===== config.mk =====
export PLATFORM = sky130hd
export DESIGN_NAME = cbg_glue
export DESIGN_NICKNAME = d
export VERILOG_FILES = /design/src/rtl/cbg_glue.v /design/src/rtl/cbg_irq_collect.v
export VERILOG_INCLUDE_DIRS = /design/src /design/src/rtl
export SDC_FILE = /design/constraint.sdc
export NUM_CORES = 1
export LEC_CHECK = 0
export BUFFER_PORTS_ARGS = -buffer_cell sky130_fd_sc_hd__buf_2
export CORE_UTILIZATION = 56
export CTS_BUF_LIST = sky130_fd_sc_hd__clkbuf_8
export DETAILED_ROUTE_END_ITERATION = 8
export PLACE_DENSITY = 0.78
export SYNTH_ARGS = -nofsm -noshare
export SYNTH_HDL_FRONTEND = slang
export SYNTH_HIERARCHICAL = 1
export SYNTH_SLANG_ARGS = --single-unit

===== constraint.sdc =====
create_clock -name sys_clk -period 9.17 [get_ports sys_clk]
set_clock_uncertainty 0.05 [all_clocks]
set_input_delay 0.917 -clock sys_clk [delete_from_list [all_inputs] [get_ports sys_clk]]
set_output_delay 0.917 -clock sys_clk [all_outputs]
set_load 0.02 [all_outputs]

===== src/rtl/cbg_defines.vh =====
// cbg_defines.vh: constants for the cpu bus glue block
// assumes: included by bare name from rtl files, no other header needed
`ifndef CBG_DEFINES_VH
`define CBG_DEFINES_VH

// cycle types from the cpu status lines {cs2, cs1}
`define CBG_CYC_READ      2'b00
`define CBG_CYC_WRITE     2'b01
`define CBG_CYC_IACK      2'b10
`define CBG_CYC_NONE      2'b11

// interrupt sources, index into the request vector
`define CBG_IRQ_N         4
`define CBG_IRQ_SER_RX    0
`define CBG_IRQ_SER_TX    1
`define CBG_IRQ_NET_PRI   2
`define CBG_IRQ_NET_SEC   3

// vector address codes driven during acknowledge
`define CBG_VEC_SER_RX    3'h4
`define CBG_VEC_SER_TX    3'h5
`define CBG_VEC_NET_PRI   3'h2
`define CBG_VEC_NET_SEC   3'h3
`define CBG_VEC_NONE      3'h0

// memory segment select: upper address bits pick a strobe
`define CBG_SEG_MSB       25
`define CBG_SEG_LSB       24

// data setup time before cycle-done, ns, and cycles at 8 ns
`define CBG_SETUP_NS      16
`define CBG_CLK_NS        8
`define CBG_SETUP_CYC     ((`CBG_SETUP_NS + `CBG_CLK_NS - 1) / `CBG_CLK_NS)

// reset value of strobes (inactive, active low)
`define CBG_CAS_IDLE      4'hf

`endif


===== src/rtl/cbg_glue.v =====
// cbg_glue.v: top of the cpu bus glue block
// assumes: cpu strobes and requests arrive asynchronously; system side
// answers a read with sys_rd_data and sys_ack on sys_clk
`timescale 1ns/1ps
`include "cbg_defines.vh"

module cbg_glue (
    input  wire        sys_clk,
    input  wire        rst_n,
    input  wire        clk_en,
    input  wire        cpu_as_n,
    input  wire        cpu_ds_n,
    input  wire [1:0]  cpu_cycle_type,
    input  wire [31:0] bus_addr_data_in,
    output reg  [31:0] bus_data_out,
    output reg         bus_data_oe_n,
    output reg         cpu_ready_n,
    output reg         cpu_bus_isolate,
    output reg         cpu_bus_direction,
    output reg         sys_req,
    output reg         sys_write,
    output reg  [31:0] sys_addr,
    output reg  [31:0] sys_wr_data,
    input  wire        sys_ack,
    input  wire [31:0] sys_rd_data,
    output reg         col_strobe_3,
    output reg         col_strobe_2,
    output reg         col_strobe_1,
    output reg         col_strobe_0,
    output reg  [3:0]  vram_col_strobe,
    output reg  [11:0] opt_col_strobe,
    input  wire        serial_rx_irq,
    input  wire        serial_tx_irq,
    input  wire        net_irq_primary,
    input  wire        net_irq_secondary,
    output reg         cpu_irq_request,
    output reg         vector_addr_bit2,
    output reg         vector_addr_bit1,
    output reg         vector_addr_bit0
);

////////////////////////////////////////////////////////////////////////////
// reset release and input synchronisers

localparam [2:0] ST_IDLE  = 3'd0;
localparam [2:0] ST_ACCESS = 3'd1;
localparam [2:0] ST_SETUP = 3'd2;
localparam [2:0] ST_DONE  = 3'd3;
localparam [2:0] ST_WAITEND = 3'd4;
localparam integer SETUP_CYC_I = `CBG_SETUP_CYC;
localparam [1:0] SETUP_CYC = SETUP_CYC_I[1:0];

reg  [1:0]  rst_ff;
wire        rst_sync_n;
reg  [1:0]  as_ff;
reg  [1:0]  ds_ff;
reg  [3:0]  cyc_ff;
reg  [2:0]  state_ff;
reg  [2:0]  nxt_state;
reg  [1:0]  cyc_type_ff;
reg  [1:0]  cnt_ff;
reg  [3:0]  seg_ff;
reg  [31:0] bus_s1_ff;
reg  [31:0] bus_s2_ff;
reg  [31:0] addr_lat_ff;
wire        as_act;
wire        ds_act;
wire        irq_any;
wire [2:0]  irq_vec;

assign rst_sync_n = rst_ff[1];
assign as_act     = ~as_ff[1];
assign ds_act     = ~ds_ff[1];

always @(posedge sys_clk or negedge rst_n) begin
    if (!rst_n)
        rst_ff <= 2'b00;
    else
        rst_ff <= {rst_ff[0], 1'b1};
end

always @(posedge sys_clk or negedge rst_sync_n) begin
    if (!rst_sync_n) begin
        as_ff  <= 2'b11;
        ds_ff  <= 2'b11;
        cyc_ff <= 4'hf;
        bus_s1_ff   <= 32'h00000000;
        bus_s2_ff   <= 32'h00000000;
        addr_lat_ff <= 32'h00000000;
    end else if (clk_en) begin
        as_ff  <= {as_ff[0], cpu_as_n};
        ds_ff  <= {ds_ff[0], cpu_ds_n};
        cyc_ff <= {cyc_ff[1:0], cpu_cycle_type};
        bus_s1_ff <= bus_addr_data_in;
        bus_s2_ff <= bus_s1_ff;
        // address stands on the shared bus until the data strobe
        if (!ds_act)
            addr_lat_ff <= bus_s2_ff;
    end
end

// one-hot strobe for the segment addressed
function [3:0] seg_decode;
    input [31:0] addr;
    begin
        seg_decode = 4'h1 << addr[`CBG_SEG_MSB:`CBG_SEG_LSB];
    end
endfunction

////////////////////////////////////////////////////////////////////////////
// interrupt collection

cbg_irq_collect u_irq (
    .sys_clk    (sys_clk),
    .rst_sync_n (rst_sync_n),
    .clk_en     (clk_en),
    .irq_raw    ({net_irq_secondary, net_irq_primary,
                  serial_tx_irq, serial_rx_irq}),
    .irq_any    (irq_any),
    .irq_vec    (irq_vec)
);

////////////////////////////////////////////////////////////////////////////
// cycle state machine

always @* begin
    nxt_state = state_ff;
    case (state_ff)
        ST_IDLE:
            if (as_act && ds_act && cyc_ff[3:2] != `CBG_CYC_NONE)
                nxt_state = (cyc_ff[3:2] == `CBG_CYC_IACK) ? ST_SETUP
                                                            : ST_ACCESS;
        ST_ACCESS:
            if (sys_ack)
                nxt_state = ST_SETUP;
        ST_SETUP:
            if (cnt_ff == SETUP_CYC)
                nxt_state = ST_DONE;
        ST_DONE:
            if (!ds_act)
                nxt_state = ST_WAITEND;
        ST_WAITEND:
            if (!as_act)
                nxt_state = ST_IDLE;
        default:
            nxt_state = ST_IDLE;
    endcase
end

always @(posedge sys_clk or negedge rst_sync_n) begin
    if (!rst_sync_n) begin
        state_ff          <= ST_IDLE;
        cyc_type_ff       <= `CBG_CYC_NONE;
        cnt_ff            <= 2'd0;
        seg_ff            <= 4'h0;
        cpu_ready_n       <= 1'b1;
        cpu_bus_isolate   <= 1'b1;
        cpu_bus_direction <= 1'b0;
        bus_data_out      <= 32'h00000000;
        bus_data_oe_n     <= 1'b1;
        sys_req           <= 1'b0;
        sys_write         <= 1'b0;
        sys_addr          <= 32'h00000000;
        sys_wr_data       <= 32'h00000000;
        col_strobe_3      <= 1'b1;
        col_strobe_2      <= 1'b1;
        col_strobe_1      <= 1'b1;
        col_strobe_0      <= 1'b1;
        vram_col_strobe   <= 4'hf;
        opt_col_strobe    <= 12'hfff;
        cpu_irq_request   <= 1'b0;
        vector_addr_bit2  <= 1'b0;
        vector_addr_bit1  <= 1'b0;
        vector_addr_bit0  <= 1'b0;
    end else if (clk_en) begin
        state_ff        <= nxt_state;
        cpu_irq_request <= irq_any;
        case (state_ff)
            ST_IDLE: begin
                cnt_ff      <= 2'd0;
                cpu_ready_n <= 1'b1;
                if (nxt_state != ST_IDLE) begin
                    cyc_type_ff <= cyc_ff[3:2];
                    sys_addr    <= addr_lat_ff;
                    seg_ff      <= seg_decode(addr_lat_ff);
                    cpu_bus_isolate   <= 1'b0;
                    cpu_bus_direction <=
                        (cyc_ff[3:2] == `CBG_CYC_WRITE);
                    if (cyc_ff[3:2] == `CBG_CYC_WRITE)
                        sys_wr_data <= bus_s2_ff;
                    if (cyc_ff[3:2] == `CBG_CYC_IACK) begin
                        {vector_addr_bit2, vector_addr_bit1,
                         vector_addr_bit0} <= irq_vec;
                        bus_data_out  <= {29'h0, irq_vec};
                        bus_data_oe_n <= 1'b0;
                    end else begin
                        sys_req   <= 1'b1;
                        sys_write <= (cyc_ff[3:2] == `CBG_CYC_WRITE);
                    end
                end
            end
            ST_ACCESS: begin
                {col_strobe_3, col_strobe_2, col_strobe_1,
                 col_strobe_0} <= ~seg_ff;
                vram_col_strobe <= {2'b11, ~seg_ff[1:0]};
                opt_col_strobe  <= {3{~seg_ff}};
                if (sys_ack) begin
                    sys_req <= 1'b0;
                    if (cyc_type_ff == `CBG_CYC_READ) begin
                        bus_data_out  <= sys_rd_data;
                        bus_data_oe_n <= 1'b0;
                    end
                end
            end
            ST_SETUP: begin
                cnt_ff <= cnt_ff + 2'd1;
                if (nxt_state == ST_DONE)
                    cpu_ready_n <= 1'b0;
            end
            ST_DONE: begin
                if (nxt_state == ST_WAITEND)
                    cpu_ready_n <= 1'b1;
            end
            ST_WAITEND: begin
                {col_strobe_3, col_strobe_2, col_strobe_1,
                 col_strobe_0} <= `CBG_CAS_IDLE;
                vram_col_strobe   <= 4'hf;
                opt_col_strobe    <= 12'hfff;
                bus_data_oe_n     <= 1'b1;
                cpu_bus_direction <= 1'b0;
                if (nxt_state == ST_IDLE) begin
                    cpu_bus_isolate  <= 1'b1;
                    vector_addr_bit2 <= 1'b0;
                    vector_addr_bit1 <= 1'b0;
                    vector_addr_bit0 <= 1'b0;
                end
            end
            default: begin
                cpu_ready_n <= 1'b1;
            end
        endcase
    end
end

endmodule // cbg_glue


===== src/rtl/cbg_irq_collect.v =====
// cbg_irq_collect.v: synchronises and prioritises interrupt request levels
// assumes: request lines are asynchronous levels, held until serviced
`timescale 1ns/1ps
`include "cbg_defines.vh"

module cbg_irq_collect (
    input  wire                   sys_clk,
    input  wire                   rst_sync_n,
    input  wire                   clk_en,
    input  wire [`CBG_IRQ_N-1:0]  irq_raw,
    output wire                   irq_any,
    output wire [2:0]             irq_vec
);

reg  [`CBG_IRQ_N-1:0] sync1_ff;
reg  [`CBG_IRQ_N-1:0] sync2_ff;

// encode highest priority pending source
function [2:0] vec_of;
    input [`CBG_IRQ_N-1:0] req;
    begin
        if (req[`CBG_IRQ_NET_PRI])
            vec_of = `CBG_VEC_NET_PRI;
        else if (req[`CBG_IRQ_NET_SEC])
            vec_of = `CBG_VEC_NET_SEC;
        else if (req[`CBG_IRQ_SER_RX])
            vec_of = `CBG_VEC_SER_RX;
        else if (req[`CBG_IRQ_SER_TX])
            vec_of = `CBG_VEC_SER_TX;
        else
            vec_of = `CBG_VEC_NONE;
    end
endfunction

// two-stage level synchroniser, pending while source holds it
genvar gi;
generate
    for (gi = 0; gi < `CBG_IRQ_N; gi = gi + 1) begin : g_sync
        always @(posedge sys_clk or negedge rst_sync_n) begin
            if (!rst_sync_n) begin
                sync1_ff[gi] <= 1'b0;
                sync2_ff[gi] <= 1'b0;
            end else if (clk_en) begin
                sync1_ff[gi] <= irq_raw[gi];
                sync2_ff[gi] <= sync1_ff[gi];
            end
        end
    end
endgenerate

assign irq_any = |sync2_ff;
assign irq_vec = vec_of(sync2_ff);

endmodule // cbg_irq_collect


==> impl_results.md, run 1 <==
* LEAKAGE at between 5 and 6 nW
* Yosys top cell by area: dfrtp_1
* Clk root buf: clkbuf_8
* CP Capture Type: flop
* Min-Delay Path Class: in2async
* Post-DP HPWL at approximately 12000 um
* H-tree levels at 2
* Post-synth EDFFs at 0
* CTS Buffer Depth at 3
* Worst Path Max Fanout at 38
* Gr ovfl total at 0
* Final instance area at around 0.011 mm^2
* # IOs at around 200
* Area after DPL at just over 0.01 mm^2
* TNS Setup at 0 ns
* Via count at 5865
* Pwr/cell area at 314.4 mW/mm^2
* Post-CTS Setup Bufs at 0
* Worst-path clk slew at 0.06 ns
* FFs w/ async S/R, synth at 1.000
* First-pass GRT wire length at 30560 um
* Worst EP arrival at around 3.5 ns
* Post-cts resize count at 0
* DR WL met3 at roughly 1300 um
* Tmin final at 3.098 ns
* Unique masters post-synth at 47
* Most common cell in the netlist: dfrtp_1
* Setup crit start: state_ff[0]
* Crit Path Class: reg2reg
* Routability cong. at between 0.8 and 0.9
* Final hold vios at 0
* Crit-path cells: or4_1, o21ai_2, o2111ai_1, nand2b_2, mux2_2
* # placed instances at roughly 1000
* Share of cells above drive strength 1 at 0.4742
* Yosys reg bits at roughly 240
* Crit start category: flop
* Drt via density at ~5.3
* Most common library cells after synthesis: dfrtp_1, mux2_2, nand2_1, o21ai_0, mux2_1
* Total track usage at 0.2191
* Slew HR at 0.2392
* Dominant cells by area after synthesis: dfrtp_1, mux2_2, dfstp_2, mux2_1, nand2_1
* Peak Freq at ~320 MHz
* First drt pass iteration count at 5
* Die ar. at between 0.015 and 0.02 mm^2
* Max-cap violation count at 0
* Vias in the first global route at between 6000 and 7000
* Sequential share of the synthesized area at 0.6304
* PortBufs at between 150 and 200
* Area Growth Syn to Fin at 18.03%
* Dominant synthesized flop cell: dfrtp_1
* Fin crit share at 0.3379
* Die width at 131.3 um
* Number of core rows at 46
* WL/cell at between 15 and 20 um
* # fillers at 1171
* Die height at ~130 um
* Final setup viols at 0
* Total power after layout at ~3.5 mW
* Core area at around 0.016 mm^2
* Routed wire length at around 18000 um
* DRC viols at 0
* Cts bufs inserted at 38
* Req. time, crit path at 9.52 ns
* CTS tree: yes
* CP peak stage delay at 0.93 ns
* First-iteration detailed-routing DRC count at approximately 250
* Metal2 WL at slightly below 9000 um
* Final Max Slew Viols at 0
* Initial antenna violation count at 2
* NumNets Final at between 900 and 1000
* Clk sinks at around 240
* FF-to-FF Start: state_ff[0]
* Routed Antenna Nets at 0
* Final Non-Filler Cells at about 1100
* Synthesis Warnings at 6
* Top cell type's share of synthesized area at 0.5827
* Slew @ Worst Pin at ~1.1 ns
* Avg Synthesized Cell Area at 13.91 um^2
* Top layer in use: met5
* Initial core utilization at 0.5809
* Clock latency on the worst-skew pair at between 0.5 and 0.6 ns
* Hold buffer count at cts at 0
* DRT met1 WL at around 7600 um
* Status: finished, final reports clean
* Critical path's slowest cell: nand2b_2
* Unrepaired setup endpoints after global routing: no
* Largest net degree at the start of global routing at slightly below 90
* Syn Inst Count at between 600 and 700
* Peak VDD IR at between 0.00015 and 0.0002 V
* Synth Cell Area at around 0.0094 mm^2
==> through the flow <==
stage	util	setup slack [ns]	hold WS [ns]
after floorplan	-	2.116	0.2812
final	0.6856	6.072	0.1239
after CTS	0.6852	6.060	0.09244
after global placement	0.6418	5.739	0.2872
after detailed placement	0.6418	5.658	0.2871
after global routing	0.6856	5.904	0.09630
==> cell usage in the layout, fill, tap and decap left out, drive strengths merged, types with 7 or more instances in the layout <==
cell type  instances
dfrtp            218
buf              202
mux2             178
nand2             82
o21ai             49
clkbuf            44
inv               26
dfstp             17
nor2              12
a21oi              7
==> where the power goes <==
part           total (mW)  switching [mW]  internal [mW]
Combinational        1.07           0.626          0.444
Sequential           1.58           0.206           1.37
Clock               0.826           0.388          0.437
Total                3.47            1.22           2.25
==> state kept, by name, summed over array words and instances (netlist names), 32 cells and up <==
| name | count |
|---|---|
| bus_s2_ff | 32 |
| addr_lat_ff | 32 |
| bus_s1_ff | 32 |
| sys_wr_data | 32 |
| sys_addr | 32 |
| bus_data_out | 32 |
==> metal layers <==
| layer | vias up | track usage |
|---|---|---|
| met5 | - | 0 |
| met4 | 2 | 0.07946 |
| met3 | 44 | 0.06481 |
| met2 | 212 | 0.3614 |
| met1 | 2902 | 0.2749 |
| li1 | 2705 | - |
==> path summary, 6_finish.rpt <==
kind / endpoint / slack [ns] / depth (start not counted)
worst max-delay path: sys_addr[13] / 6.07 / 5
worst min-delay path: rst_ff[1] / 0.12 / 1
worst max register to register: sys_addr[13] / 6.07 / 5
worst min register to register: rst_ff[1] / 0.31 / 0
max in group asynchronous: bus_s2_ff[25] / 7.12 / 1
min in group sys_clk: rst_ff[1] / 0.31 / 0
==> final cells by class <==
class	instances	area, um^2	area share
Inverter	9	33.78	0.003057
Clock inverter	20	92.59	0.008380
Antenna cell	1	2.502	0.0002265
Tap cell	216	270.3	0.02446
Multi-Input combinational cell	380	3118	0.2822
Timing Repair Buffer	202	1021	0.09240
Clock buffer	44	605.6	0.05481
Sequential cell	235	5906	0.5345
==> kinds of logic after synthesis <==
family / after synthesis / synth area share
buffers and inverters: 60 / 0.03943
AND/OR/NAND/NOR: 117 / 0.05507
adder cells (fa/ha/maj): 1 / 0.001336
other: 1 / 0.0004006
AO/OA/AOI/OAI: 76 / 0.04705
flip-flops: 235 / 0.6304
multiplexers: 183 / 0.2263
==> critical path, delay by kind of cell (launching register included) <==
kind	cells	cell delay (ns)
flip-flops	1	0.54
multiplexers	1	0.43
AO/OA/AOI/OAI	2	0.40
AND/OR/NAND/NOR	2	1.54
(Power assumes the default switching activity.)
==> run 2, diff against run 1 <==
==> constraint.sdc (replaced) <==
create_clock -name sys_clk -period 3.2 [get_ports sys_clk]
set_clock_uncertainty 0.05 [all_clocks]
set_input_delay 0.32 -clock sys_clk [delete_from_list [all_inputs] [get_ports sys_clk]]
set_output_delay 0.32 -clock sys_clk [all_outputs]
set_load 0.02 [all_outputs]
==> impl_results.md, run 2 (synthesized netlist as in run 1, its figures left out) <==
* Gr ovfl total at 0
* Fin crit share at 0.8289
* # placed instances at 1048
* TNS Setup at 0 ns
* Hold path cells at 3
* # IOs at 202
* Net load switching power at 3.561 mW
* Number of core rows at 46
* Final Non-Filler Cells at 1180
* Peak VDD IR at about 0.00056 V
* Post-CTS Setup Bufs at 0
* Clk sinks at 235
* Die width at approximately 130 um
* Largest net degree at the start of global routing at 105
* CTS tree: yes
* Sequential share of power at 0.436
* Req. time, crit path at approximately 3.5 ns
* Routed Antenna Nets at 0
* First-iteration detailed-routing DRC count at approximately 230
* Crit start category: flop
* Total track usage at 0.2418
* Pre-CTS setup slack at between 0.5 and 0.6 ns
* Clock network power share at 0.256
* Reg2reg path depth at 6
* Pwr/cell area at between 800 and 900 mW/mm^2
* Die ar. at approximately 0.017 mm^2
* Slew HR at 0.2618
* CP Capture Type: flop
* WL/cell at 16.77 um
* DRC viols at 0
* Drt via density at between 5 and 6
* Routability cong. at 0.8454
* Initial antenna violation count at 0
* Max-cap violation count at 0
* Setup WS post-layout at 0.5476 ns
* Tmin final at around 2.7 ns
* Crit Path Class: reg2reg
* H-tree levels at 2
* Vias in the first global route at 6671
* Status: finished, final reports clean
* N_diodes at 0
* Routed wire length at a little under 20000 um
* Via count at 6132
* Final hold vios at 0
* First-pass GRT wire length at 33560 um
* PortBufs at about 200
* Crit-path cells: or4_1, o21ai_2, nor3b_1, and4bb_2, buf_12, mux2_1
* Area Growth Syn to Fin at 26.99%
* Worst-path clk slew at 0.06 ns
* NumNets Final at 1012
* Setup crit start: state_ff[0]
* Worst EP arrival at around 3.0 ns
* Peak Freq at approximately 380 MHz
* Core area at between 0.015 and 0.02 mm^2
* CTS Buffer Depth at 3
* Critical path's slowest cell: or4_1
* Hold WS at 0.02842 ns
* FF-to-FF Start: state_ff[0]
* First drt pass iteration count at 4
* Die height at between 100 and 150 um
* Clk root buf: clkbuf_8
* Most common cell after layout, fill and taps aside: dfrtp_1
* Clock latency on the worst-skew pair at 0.51 ns
* Most frequent cells in the layout: dfrtp_1, buf_2, mux2_2, nand2_1, dlygate4sd3_1
* Final Max Slew Viols at 0
* Worst Path Max Fanout at 25
* Initial core utilization at 0.5809
* Power Internal at between 6 and 7 mW
* Combinational Power Share at 0.307
* Slew @ Worst Pin at between 1 and 1.5 ns
* Share of cells above drive strength 1 at 0.4523
* Unrepaired setup endpoints after global routing: no
* Post-DP HPWL at 12610 um
* # fillers at a little over 1000
* Hold Startpoint: sys_rd_data[4]
* LEAKAGE at about 5.6 nW
* Cts bufs inserted at 39
* Final setup viols at 0
* Min-Delay Path Class: in2reg
* Sw Ratio at 0.3428
* CP peak stage delay at around 0.60 ns
## run 2: cell types whose count changed in the layout (fill, tap and decap cells not counted), sizes merged
cell | before | now
clkinvlp | 0 | 1
clkbuf | 44 | 49
buf | 202 | 208
dlygate4sd3 | 0 | 62
inv | 26 | 22
bufinv | 0 | 2
diode | 1 | 0
clkinv | 3 | 5
## run 2: worst paths after layout
check,to,slack (ns)
min in group asynchronous,rst_ff[1],0.08
max reg2reg,sys_wr_data[19],0.55
min,bus_data_out[4],0.03
max,sys_wr_data[19],0.55
min reg2reg,bus_s1_ff[26],0.28
max in group asynchronous,cpu_ready_n,1.89
## run 2: metal layers
layer | vias up | GRT usage | wire (um)
li1 | 2833 | - | -
met5 | - | 0 | 0
met4 | 0 | 0.08592 | 374
met3 | 31 | 0.05671 | 1128
met1 | 3074 | 0.2931 | 8094
met2 | 194 | 0.4226 | 10190
## run 2: worst max-delay path, delay by kind of cell, from the launching register on
kind                   cells  cell delay (ns)
AND/OR/NAND/NOR            3             1.22
flip-flops                 1             0.54
multiplexers               1             0.34
buffers and inverters      1             0.26
AO/OA/AOI/OAI              1             0.10
## run 2: power by group through the flow
stage | Combinational, mW | Clock, mW | Sequential, mW
3_3_place_gp | 3.05 | 0 | 4.51
6_report | 3.19 | 2.66 | 4.53
4_1_cts | 3.21 | 2.74 | 4.54
2_1_floorplan | 1.48 | 0 | 5.18
5_1_grt | 3.43 | 2.87 | 4.66
3_5_place_dp | 3.14 | 0 | 4.57
## run 2: cell type report
cell class | count | area (um^2) | share of cell area
clock buffer | 49 | 674.4 | 0.05673
timing repair buffer | 270 | 1749 | 0.1471
tap | 216 | 270.3 | 0.02273
clock inverter | 21 | 141.4 | 0.01189
inverter | 9 | 33.78 | 0.002842
multi-input combinational | 380 | 3113 | 0.2619
sequential | 235 | 5906 | 0.4968
## run 2: what timing repair did
item | CTS | global route
resized for setup | 0 | 0
hold buffers | 62 | 0
hold endpoints to repair | 63 | 0
## run 2: stage by stage
step / area (um^2) / power (mW) / utilization
2_1_floorplan: 9373 / 6.654 / -
3_3_place_gp: 10450 / 7.567 / 0.6485
3_5_place_dp: 10450 / 7.718 / 0.6485
4_1_cts: 11890 / 10.49 / 0.7377
5_1_grt: 11890 / 10.96 / 0.7377
6_report: 11890 / 10.39 / 0.7377
